==> src/hdl/lpw_consts.vh <==
// How it works
// - fixed priority picks vector, reset highest
// - timer one vectors at FFF2 FFF4 FFF6
// - timer two vectors at FFEC FFEE FFF0
// - serial FFE2 FFE4 FFE6, keyboard FFE0
// - spi FFE8 FFEA, pll FFF8, irq FFFA
// - wait stops cpu clock, bus runs
// - stop stops cpu, bus unless osc-run
// - entry clears mask; reset exit sets it
// - stop aborts adc; resumes after interrupt
// - adc runs in wait, wakes cpu
// - break wakes stop, sets halt flag
// - break active in wait, flag set
// - stop without osc-run: generator outputs low
// - osc-run: pll off, oscillator runs
// - clock generator stays active in wait
// - stop gates watchdog clock, clears prescaler
// - stop honoured only when halt enable set
// - watchdog keeps counting in wait
// - irq wakes when its mask clear
// - keyboard wakes when its mask clear
// - cpu clock held until recovery done
// - recovery 4096 or 32 oscillator cycles
// - timebase rollover wakes stop via FFDC when osc-run
`ifndef LPW_CONSTS_VH
`define LPW_CONSTS_VH
// ****************************************
// vector addresses (high byte address)
// ****************************************
`define LPW_VEC_TBM   16'hFFDC
`define LPW_VEC_ADC   16'hFFDE
`define LPW_VEC_KBD   16'hFFE0
`define LPW_VEC_SCTX  16'hFFE2
`define LPW_VEC_SCRX  16'hFFE4
`define LPW_VEC_SCER  16'hFFE6
`define LPW_VEC_SPTX  16'hFFE8
`define LPW_VEC_SPRX  16'hFFEA
`define LPW_VEC_T2OV  16'hFFEC
`define LPW_VEC_T2C1  16'hFFEE
`define LPW_VEC_T2C0  16'hFFF0
`define LPW_VEC_T1OV  16'hFFF2
`define LPW_VEC_T1C1  16'hFFF4
`define LPW_VEC_T1C0  16'hFFF6
`define LPW_VEC_PLL   16'hFFF8
`define LPW_VEC_IRQ   16'hFFFA
`define LPW_VEC_SWI   16'hFFFC
`define LPW_VEC_RST   16'hFFFE
// ****************************************
// recovery counts in oscillator cycles
// ****************************************
`define LPW_REC_LONG  12'hFFF
`define LPW_REC_SHORT 12'h01F
// ****************************************
// number of sources in request vector
// ****************************************
`define LPW_NSRC      17
`endif

==> src/hdl/lpw_wake_ctrl.v <==
`timescale 1ns/10ps
`include "lpw_consts.vh"
// source vector order, bit 0 lowest priority:
// 0 tbm 1 adc 2 kbd 3 sci-tx 4 sci-rx 5 sci-err 6 spi-tx 7 spi-rx
// 8 t2ov 9 t2c1 10 t2c0 11 t1ov 12 t1c1 13 t1c0 14 pll 15 irq 16 swi
module lpw_wake_ctrl (
    input  wire        sys_clk,             // system clock 250 MHz
    input  wire        rst,                 // async reset, active high
    input  wire        resetReq,            // pin/watchdog/monitor reset
    input  wire [16:0] intReq,              // pending interrupt sources
    input  wire        breakReq,            // break interrupt request
    input  wire        waitExec,            // cpu executes wait, pulse
    input  wire        stopExec,            // cpu executes stop, pulse
    input  wire        haltInstrEnable,     // config: stop allowed
    input  wire        oscillatorKeepRunning, // config: osc runs in stop
    input  wire        shortRecoverySelect, // config: 32-cycle recovery
    input  wire        irqRequestMask,      // irq mask, 1 blocks wake
    input  wire        keyboardRequestMask, // keyboard mask, 1 blocks
    input  wire        watchdogClear,       // software watchdog service
    input  wire        breakFlagClear,      // software clears break flag
    input  wire        intAck,              // cpu took presented vector
    output reg         cpuClkEn,            // cpu clock gate
    output reg         busClkEn,            // bus clock gate
    output reg         oscEnable,           // crystal oscillator enable
    output reg         pllEnable,           // pll allowed to run
    output reg         oscClkOutEn,         // oscillator clock out gate
    output reg         genClkOutEn,         // generator clock out gate
    output reg         genIntEn,            // generator interrupt gate
    output reg         watchdogClkEn,       // watchdog clock gate
    output reg         watchdogPrescClr,    // clear watchdog prescaler
    output reg         adcAbort,            // abort/hold the adc
    output reg         irqMaskSet,          // set cpu interrupt mask
    output reg         irqMaskClr,          // clear cpu interrupt mask
    output reg         haltWaitBreakFlag,   // break during wait/stop
    output reg         vecValid,            // vector presented
    output reg  [15:0] vecAddr,             // high-byte vector address
    output reg         inWait,              // wait mode status
    output reg         inStop               // stop mode status
);
    // ****************************************
    // states
    // ****************************************
    localparam [1:0] ST_RUN  = 2'b00;       // normal running
    localparam [1:0] ST_WAIT = 2'b01;       // wait mode
    localparam [1:0] ST_STOP = 2'b10;       // stop mode
    localparam [1:0] ST_REC  = 2'b11;       // stop recovery
    parameter [11:0] REC_LONG  = `LPW_REC_LONG;  // 4096 cycles less one
    parameter [11:0] REC_SHORT = `LPW_REC_SHORT; // 32 cycles less one

    reg  [1:0]  state_reg;                  // mode state
    reg  [1:0]  state_next;                 // next mode state
    reg  [11:0] recCnt_reg;                 // 12-bit recovery counter
    reg  [11:0] recCnt_next;                // its next value
    reg  [16:0] intSync1_reg;               // sync stage one
    reg  [16:0] intSync2_reg;               // sync stage two
    reg  [2:0]  miscSync1_reg;              // reset, break, tb sync 1
    reg  [2:0]  miscSync2_reg;              // reset, break, tb sync 2
    reg         tbmWake_reg;                // rollover seen in stop
    wire [16:0] intS;                       // synchronised requests
    wire        rstS;                       // synchronised reset req
    wire        brkS;                       // synchronised break req
    wire [16:0] intGated;                   // requests after masks
    wire        stopWake;                   // wake sources for stop
    wire        waitWake;                   // wake sources for wait
    wire        anyWake;                    // combined wake

    // ****************************************
    // priority encoder
    // ****************************************
    // highest set bit wins, swi at top; reset handled separately
    function [15:0] pickVec;
        input [16:0] req;
        begin
            pickVec = `LPW_VEC_TBM;
            if (req[1])  pickVec = `LPW_VEC_ADC;
            if (req[2])  pickVec = `LPW_VEC_KBD;
            if (req[3])  pickVec = `LPW_VEC_SCTX;
            if (req[4])  pickVec = `LPW_VEC_SCRX;
            if (req[5])  pickVec = `LPW_VEC_SCER;
            if (req[6])  pickVec = `LPW_VEC_SPTX;
            if (req[7])  pickVec = `LPW_VEC_SPRX;
            if (req[8])  pickVec = `LPW_VEC_T2OV;
            if (req[9])  pickVec = `LPW_VEC_T2C1;
            if (req[10]) pickVec = `LPW_VEC_T2C0;
            if (req[11]) pickVec = `LPW_VEC_T1OV;
            if (req[12]) pickVec = `LPW_VEC_T1C1;
            if (req[13]) pickVec = `LPW_VEC_T1C0;
            if (req[14]) pickVec = `LPW_VEC_PLL;
            if (req[15]) pickVec = `LPW_VEC_IRQ;
            if (req[16]) pickVec = `LPW_VEC_SWI;
        end
    endfunction

    // ****************************************
    // input synchronisers
    // ****************************************
    // requests come from peripherals that may be clock gated
    always @(posedge sys_clk or posedge rst) begin
        if (rst) begin
            intSync1_reg  <= 17'h00000;
            intSync2_reg  <= 17'h00000;
            miscSync1_reg <= 3'h0;
            miscSync2_reg <= 3'h0;
        end else begin
            intSync1_reg  <= intReq;
            intSync2_reg  <= intSync1_reg;
            miscSync1_reg <= {resetReq, breakReq, intReq[0]};
            miscSync2_reg <= miscSync1_reg;
        end
    end
    assign intS = intSync2_reg;
    assign rstS = miscSync2_reg[2];
    assign brkS = miscSync2_reg[1];

    // masks: irq and keyboard only wake while their mask is clear
    assign intGated = intS & ~{1'b0, irqRequestMask, 12'h000,
                               keyboardRequestMask, 2'b00};
    // stop: only irq, keyboard, break, reset, tbm when osc runs
    assign stopWake = rstS | brkS |
                      (intGated[15] | intGated[2]) |
                      (tbmWake_reg & oscillatorKeepRunning);
    // wait: any enabled request incl. adc completion
    assign waitWake = rstS | brkS | (|intGated);
    assign anyWake  = (state_reg == ST_STOP) ? stopWake : waitWake;

    // ****************************************
    // mode state machine
    // ****************************************
    always @* begin
        state_next  = state_reg;
        recCnt_next = recCnt_reg;
        case (state_reg)
            ST_RUN: begin
                if (stopExec && haltInstrEnable) begin
                    state_next = ST_STOP;
                end else if (waitExec) begin
                    state_next = ST_WAIT;
                end
            end
            ST_WAIT: begin
                if (anyWake) state_next = ST_RUN;
            end
            ST_STOP: begin
                if (anyWake) begin
                    state_next  = ST_REC;
                    recCnt_next = shortRecoverySelect ?
                                  REC_SHORT : REC_LONG;
                end
            end
            ST_REC: begin
                if (recCnt_reg == 12'h000) state_next = ST_RUN;
                else recCnt_next = recCnt_reg - 12'h001;
            end
            default: state_next = ST_RUN;
        endcase
    end

    // ****************************************
    // registers and outputs
    // ****************************************
    // every output comes from a flop; gates follow state_next
    always @(posedge sys_clk or posedge rst) begin
        if (rst) begin
            state_reg         <= ST_RUN;
            recCnt_reg        <= 12'h000;
            tbmWake_reg       <= 1'b0;
            cpuClkEn          <= 1'b1;
            busClkEn          <= 1'b1;
            oscEnable         <= 1'b1;
            pllEnable         <= 1'b1;
            oscClkOutEn       <= 1'b1;
            genClkOutEn       <= 1'b1;
            genIntEn          <= 1'b1;
            watchdogClkEn     <= 1'b1;
            watchdogPrescClr  <= 1'b0;
            adcAbort          <= 1'b0;
            irqMaskSet        <= 1'b0;
            irqMaskClr        <= 1'b0;
            haltWaitBreakFlag <= 1'b0;
            vecValid          <= 1'b0;
            vecAddr           <= `LPW_VEC_RST;
            inWait            <= 1'b0;
            inStop            <= 1'b0;
        end else begin
            state_reg  <= state_next;
            recCnt_reg <= recCnt_next;
            // rollover latched only while stopped; wakes only with osc running
            if (state_reg == ST_STOP)
                tbmWake_reg <= tbmWake_reg | miscSync2_reg[0];
            else
                tbmWake_reg <= 1'b0;
            // cpu clock off in wait, stop and recovery
            cpuClkEn <= (state_next == ST_RUN);
            // bus runs in wait; in stop only with osc kept running
            busClkEn <= (state_next == ST_RUN) ||
                        (state_next == ST_WAIT) ||
                        oscillatorKeepRunning;
            // clock generator: fully active in wait, gated in stop
            oscEnable   <= (state_next != ST_STOP) ||
                           oscillatorKeepRunning;
            pllEnable   <= (state_next != ST_STOP);
            oscClkOutEn <= (state_next != ST_STOP) ||
                           oscillatorKeepRunning;
            genClkOutEn <= (state_next != ST_STOP);
            genIntEn    <= (state_next != ST_STOP);
            // watchdog counts in wait, loses clock in stop
            watchdogClkEn    <= (state_next != ST_STOP) &&
                                (state_next != ST_REC);
            watchdogPrescClr <= (state_next == ST_STOP) |
                                watchdogClear;
            // adc held aborted through stop and recovery
            adcAbort <= (state_next == ST_STOP) ||
                        (state_next == ST_REC);
            // mask cleared on entry, set on reset exit
            irqMaskClr <= (state_reg == ST_RUN) &&
                          (state_next != ST_RUN);
            irqMaskSet <= (state_reg != ST_RUN) && rstS &&
                          (state_next != state_reg);
            // break in wait/stop sets flag; set beats clear
            if (brkS && (state_reg == ST_WAIT ||
                         state_reg == ST_STOP))
                haltWaitBreakFlag <= 1'b1;
            else if (breakFlagClear)
                haltWaitBreakFlag <= 1'b0;
            // vector presented once clocks run again
            if (state_next == ST_RUN && state_reg != ST_RUN) begin
                vecValid <= 1'b1;
                // break shares the software-interrupt vector pair
                vecAddr  <= rstS ? `LPW_VEC_RST :
                            brkS ? `LPW_VEC_SWI :
                            pickVec(intGated);
            end else if (intAck) begin
                vecValid <= 1'b0;
            end
            inWait <= (state_next == ST_WAIT);
            inStop <= (state_next == ST_STOP) ||
                      (state_next == ST_REC);
        end
    end
endmodule // lpw_wake_ctrl

==> config.mk <==
export PLATFORM = sky130hd
export DESIGN_NAME = lpw_wake_ctrl
export DESIGN_NICKNAME = d
export VERILOG_FILES = /design/src/hdl/lpw_wake_ctrl.v
export VERILOG_INCLUDE_DIRS = /design/src /design/src/hdl
export SDC_FILE = /design/constraint.sdc
export NUM_CORES = 1
export LEC_CHECK = 0
export ABC_AREA = 1
export BUFFER_PORTS_ARGS = -buffer_cell sky130_fd_sc_hd__buf_2
export CAP_MARGIN = 20
export CORE_ASPECT_RATIO = 1.1
export CORE_UTILIZATION = 56
export CTS_BUF_LIST = sky130_fd_sc_hd__clkbuf_2
export DETAILED_ROUTE_END_ITERATION = 8
export PLACE_DENSITY_LB_ADDON = 0.1
export SLEW_MARGIN = 5
export SYNTH_ARGS = -nofsm -noshare
export SYNTH_HDL_FRONTEND = slang
export SYNTH_SLANG_ARGS = --single-unit
==> constraint.sdc <==
create_clock -name sys_clk -period 2.9 [get_ports sys_clk]
set_clock_uncertainty 0.15 [all_clocks]
set_input_delay 0.435 -clock sys_clk [delete_from_list [all_inputs] [get_ports sys_clk]]
set_output_delay 0.435 -clock sys_clk [all_outputs]
set_load 0.02 [all_outputs]
==> impl_metrics.tcl, run 1 <==
set metrics [dict create \
    fin_crit_sh_pct 82.3 \
    finalSetupViolations 0 \
    layout_common_cells "59 x dfrtp_1, 52 x nand2_1, 51 x buf_2, 44 x inv_1, 29 x nor2_1" \
    clk_root_buffer_cell "clkbuf_2" \
    clk_path_buf_depth 2 \
    syn_inst 295 \
    place_hpwl_mm 3.33 \
    cp_data_required_time_ps 3110 \
    post-place-ws_ps 545 \
    ir_drop_mv 0.372 \
    ys_ff_latch 69 \
    cts_post_setup_buffers_inserted 0 \
    start_util_pct 59.9 \
    fmaxAchievable_ghz 0.419 \
    grt_usage_pct 21.6 \
    synth_compound_area_share_pct 8.31 \
    status "complete, no violations" \
    path_clk_slew_ps 200 \
    syn_to_final_growth_pct 20.4 \
    rows 26 \
    synth.cell_area_sq_um 2850 \
    relSlewSlack_pct 46.3 \
    die-area_sq_um 5370 \
    final_nets 410 \
    rsz0062_at_grt "false" \
    seq_area_frac_synth_pct 61.1 \
    cts_tree "yes" \
    htreeDepth 3 \
    port_buffers 51 \
    avgSynthCellArea_sq_um 9.64 \
    path_max_fanout 10 \
    globalRouteOverflowTotal 0 \
    tightestPinTransition_ps 805 \
    startpoint_type "flop" \
    arrival_ps 2600 \
    synth_top_family_by_area "simple AND/OR/NAND/NOR gates" \
    dp.cells 395 \
    via_per_inst 4.71 \
    gp_congestion 0.811 \
    yosys.area_share.simple_pct 16.4 \
    final_common_cell "dfrtp_1" \
    drive_above_1_share_pct 23.5 \
    hold_buffers 24 \
    cp-end-kind "flop" \
    power_density_nw_per_um2 465 \
    wire_per_inst_microns 11.6 \
    dr.pass1.iters 4 \
    routed_wl_mm 5.03 \
    instances_no_fill 435 \
    clk_latency_ps 490 \
    cts-resized-gates 0 \
    ant_nets 0 \
    fp.dieH_microns 76.8 \
    drc 0 \
    core_area_sq_um 4750 \
    p_leak_nw 1.79 \
    io_pins 63 \
    worst_slack_ps 513 \
    drt_iter0_markers 87 \
    layout_min_cycle_time_ps 2390 \
    n_antenna_cell 0 \
    worst-setup-path-type "reg2reg" \
    antenna_found_initial 0 \
    tns_ps 0 \
    yosys.area_share.adder_pct 2.20 \
    clock_sinks 69 \
    final-max-slew-violation-count 0 \
    grt_pass1_wl_mm 8.87 \
    worstHoldPathType "reg2reg" \
    grt_pass1_vias 2023 \
    cts_made_buffers 9 \
    cap_violations 0 \
    die_x_microns 70.0 \
    ys_warn_count 0 \
    grt_max_degree 70 \
    num_vias 2051 \
    final_hold_viol_count 0 \
    synth.area.mux_share_pct 0 \
    synth_cell_types 27 \
    yosys.area_share.xor_xnor_pct 1.23 \
]
[final timing paths]
check	start	to	slack (ps)	cells after the start
min in group asynchronous	rst	intSync1_reg[11]$_DFF_PP0_	550	4
setup / recovery	inStop$_DFF_PP0_	recCnt_reg[11]$_DFFE_PP0P_	510	8
max in group asynchronous	rst	watchdogPrescClr$_DFF_PP0_	1520	4
setup reg to reg	inStop$_DFF_PP0_	recCnt_reg[11]$_DFFE_PP0P_	510	8
hold / removal	intSync1_reg[13]$_DFF_PP0_	intS[13]$_DFF_PP0_	230	0
hold reg to reg	intSync1_reg[13]$_DFF_PP0_	intS[13]$_DFF_PP0_	230	0
[through the flow]
| step | hold slack [ps] | total power (W) | util (%) | area [sq um] |
|---|---|---|---|---|
| 3_3_place_gp | 183 | 0.00110 | 65.0 | 3090 |
| 5_1_grt | 203 | 0.00167 | 72.2 | 3430 |
| 2_1_floorplan | 181 | 0.00108 | - | 2880 |
| 6_report | 227 | 0.00159 | 72.2 | 3430 |
| 3_5_place_dp | 185 | 0.00111 | 65.0 | 3090 |
| 4_1_cts | 194 | 0.00161 | 72.2 | 3430 |
[per-layer routing]
layer	global-route usage, %	up-vias	part of all wire, %
met5	0	-	0
met4	11.6	0	1.8
met3	5.65	11	5.0
met1	27.7	914	46
met2	33.8	70	47
li1	-	1056	-
[logic make-up (layout without fill, tap and decap cells)]
logic type               after synthesis  after routing
AND/OR/NAND/NOR                      109            109
flip-flops                            69             69
buffers and inverters                 64            139
AO/OA/AOI/OAI                         42             42
adder cells (fa/ha/maj)                5              5
XOR/XNOR                               4              4
other                                  2             11
[area by class of cell]
type                            count  area [sq um]
Timing Repair Buffer               76           503
Sequential cell                    69          1740
Clock inverter                      6          47.5
Tap cell                           56          70.1
Fill cell                         364          1320
Multi-Input combinational cell    171           841
Inverter                           47           176
Clock buffer                       10          50.0
[cell usage after synthesis]
| master | number | area [sq um] |
|---|---|---|
| a21boi_0 | 1 | 7.51 |
| a21oi_1 | 12 | 60.1 |
| a22oi_1 | 6 | 45.0 |
| a31oi_1 | 2 | 12.5 |
| buf_2 | 2 | 10.0 |
| buf_4 | 15 | 113 |
| conb_1 | 2 | 7.51 |
| dfrtp_1 | 59 | 1480 |
| dfstp_2 | 10 | 263 |
| ha_1 | 5 | 62.6 |
| inv_1 | 45 | 169 |
| inv_2 | 2 | 7.51 |
| nand2_1 | 52 | 195 |
| nand2_2 | 3 | 18.8 |
| nand3_1 | 13 | 65.1 |
| nand3b_1 | 1 | 7.51 |
| nand4_1 | 1 | 6.26 |
| nor2_1 | 29 | 109 |
| nor2_2 | 2 | 12.5 |
| nor3_1 | 5 | 25.0 |
| nor3_2 | 2 | 20.0 |
| nor4_1 | 1 | 6.26 |
| o21ai_0 | 18 | 90.1 |
| o21ai_1 | 1 | 5.00 |
| o21ai_2 | 1 | 8.76 |
| o21bai_1 | 1 | 7.51 |
| xor2_1 | 4 | 35.0 |
[where the power goes]
group / leakage (nW) / total [W] / internal (W) / switching [W]
registers: 0.794 / 0.00100 / 0.000992 / 0.0000113
clock network: 0.0629 / 0.000479 / 0.000124 / 0.000355
logic: 0.929 / 0.000109 / 0.0000472 / 0.0000620
[worst max-delay path, cell delays in order (launching register included)]
cell and delay (ps):
dfrtp_1 530, ha_1 400, inv_1 160, nor2_1 180
inv_1 70, o21ai_0 90, nand2_2 170, nor2_1 380
a22oi_1 130
No activity file was read; power rests on OpenSTA's default activity.
==> run 2, diff against run 1 <==
Clock period 2.9 ns to 2.2 ns, I/O delays scaled along.
==> impl_metrics.tcl, run 2 (synthesis results as in run 1) <==
set metrics [dict create \
    status "complete, no violations" \
    p_leak_nw 1.80 \
    grt_usage_pct 21.5 \
    n_antenna_cell 0 \
    fin_crit_sh_pct 92.6 \
    fmaxAchievable_ghz 0.491 \
    die_x_microns 70.0 \
    drive_above_1_share_pct 24.3 \
    die-area_sq_um 5370 \
    port_buffers 51 \
    num_vias 2119 \
    tns_ps 0 \
    cp-end-kind "flop" \
    core_area_sq_um 4750 \
    start_util_pct 59.9 \
    drt_iter0_markers 140 \
    ir_drop_mv 0.510 \
    clk_root_buffer_cell "clkbuf_2" \
    cts_made_buffers 9 \
    cts_tree "yes" \
    rows 26 \
    path_clk_slew_ps 200 \
    antenna_found_initial 0 \
    layout_common_cells "59 x dfrtp_1, 52 x nand2_1, 51 x buf_2, 44 x inv_1, 29 x nor2_1" \
    io_pins 63 \
    cts_post_setup_buffers_inserted 0 \
    gp_congestion 0.815 \
    clk_latency_ps 490 \
    wl_met2_mm 2.45 \
    cp_data_required_time_ps 2450 \
    rsz0062_at_grt "false" \
    drc 0 \
    startpoint_type "flop" \
    place_hpwl_mm 3.38 \
    wire_per_inst_microns 11.7 \
    power_density_nw_per_um2 614 \
    worst-setup-path-type "reg2reg" \
    grt_pass1_wl_mm 8.89 \
    via_per_inst 4.84 \
    fp.dieH_microns 76.8 \
    syn_to_final_growth_pct 22.1 \
    post-place-ws_ps 220 \
    fin_util_pct 73.1 \
    ant_nets 0 \
    cap_violations 0 \
    clk_path_buf_depth 2 \
    p_total_w 0.00213 \
    routed_wl_mm 5.13 \
    grt_pass1_vias 2038 \
    globalRouteOverflowTotal 0 \
    dr.pass1.iters 5 \
    tightestPinTransition_ps 552 \
    final_nets 413 \
    final_hold_viol_count 0 \
    grt_max_degree 45 \
    path_max_fanout 10 \
    finalSetupViolations 0 \
    worst_slack_ps 163 \
    wl_met1_mm 2.32 \
    wl_met3_microns 300 \
    final_common_cell "dfrtp_1" \
    layout_min_cycle_time_ps 2040 \
    clock_sinks 69 \
    relSlewSlack_pct 63.1 \
    worstHoldPathType "in2reg" \
    final-max-slew-violation-count 0 \
    arrival_ps 2290 \
    highest_layer "met4" \
    htreeDepth 3 \
]
## run 2: report_power, final
group | total [W] | switching, W | internal (W)
Sequential | 0.00132 | 0.0000146 | 0.00131
Clock | 0.000662 | 0.000497 | 0.000166
Combinational | 0.000148 | 0.0000831 | 0.0000649
Total | 0.00213 | 0.000594 | 0.00154
## run 2: what timing repair did
item | 4_1_cts | 5_1_grt
gates resized for setup | 0 | 1
hold buffers | 24 | 0
endpoints found under the setup margin | 0 | 3
endpoints found under the hold margin | 49 | 0
## run 2: worst paths after layout
check / from / end / slack (ps) / depth (start not counted)
setup / recovery: state_reg[0]$_DFF_PP0_ / recCnt_reg[4]$_DFFE_PP0P_ / 160 / 10
hold / removal: irqRequestMask / vecAddr[1]$_DFFE_PP1P_ / 90 / 6
setup reg to reg: state_reg[0]$_DFF_PP0_ / recCnt_reg[4]$_DFFE_PP0P_ / 160 / 10
hold reg to reg: intSync1_reg[3]$_DFF_PP0_ / intS[3]$_DFF_PP0_ / 230 / 0
max in group asynchronous: rst / oscClkOutEn$_DFF_PP1_ / 980 / 4
min in group asynchronous: rst / recCnt_reg[1]$_DFFE_PP0P_ / 270 / 3
## run 2: per-layer routing
metal,vias up,track usage (%)
met5,-,0
met4,0,10.8
met3,5,5.26
met2,75,33.6
met1,974,28.1
li1,1065,-
## run 2: critical path, stage by stage, from the launching register on
cell	delay, ps
dfrtp_1	490
ha_1	210
inv_1	100
nor2_1	190
inv_1	70
o21ai_0	100
nand2_2	180
inv_2	160
nand2_1	80
o21ai_0	150
nand3_1	80
## run 2: through the flow
stage	area (sq um)	hold WS, ps	instances
2_1_floorplan	2880	181	304
3_3_place_gp	3130	182	398
3_5_place_dp	3130	185	398
4_1_cts	3470	53.5	438
5_1_grt	3470	80.5	438
6_report	3470	93.7	438
## run 2: final cells by class
class                   count  area, sq um
clock buffers               9         45.0
clock inverters             7         56.3
fillers                   351         1280
inverters                  47          180
multi-input cells         171          845
flip-flops and latches     69         1740
well taps                  56         70.1
repair buffers             79          538
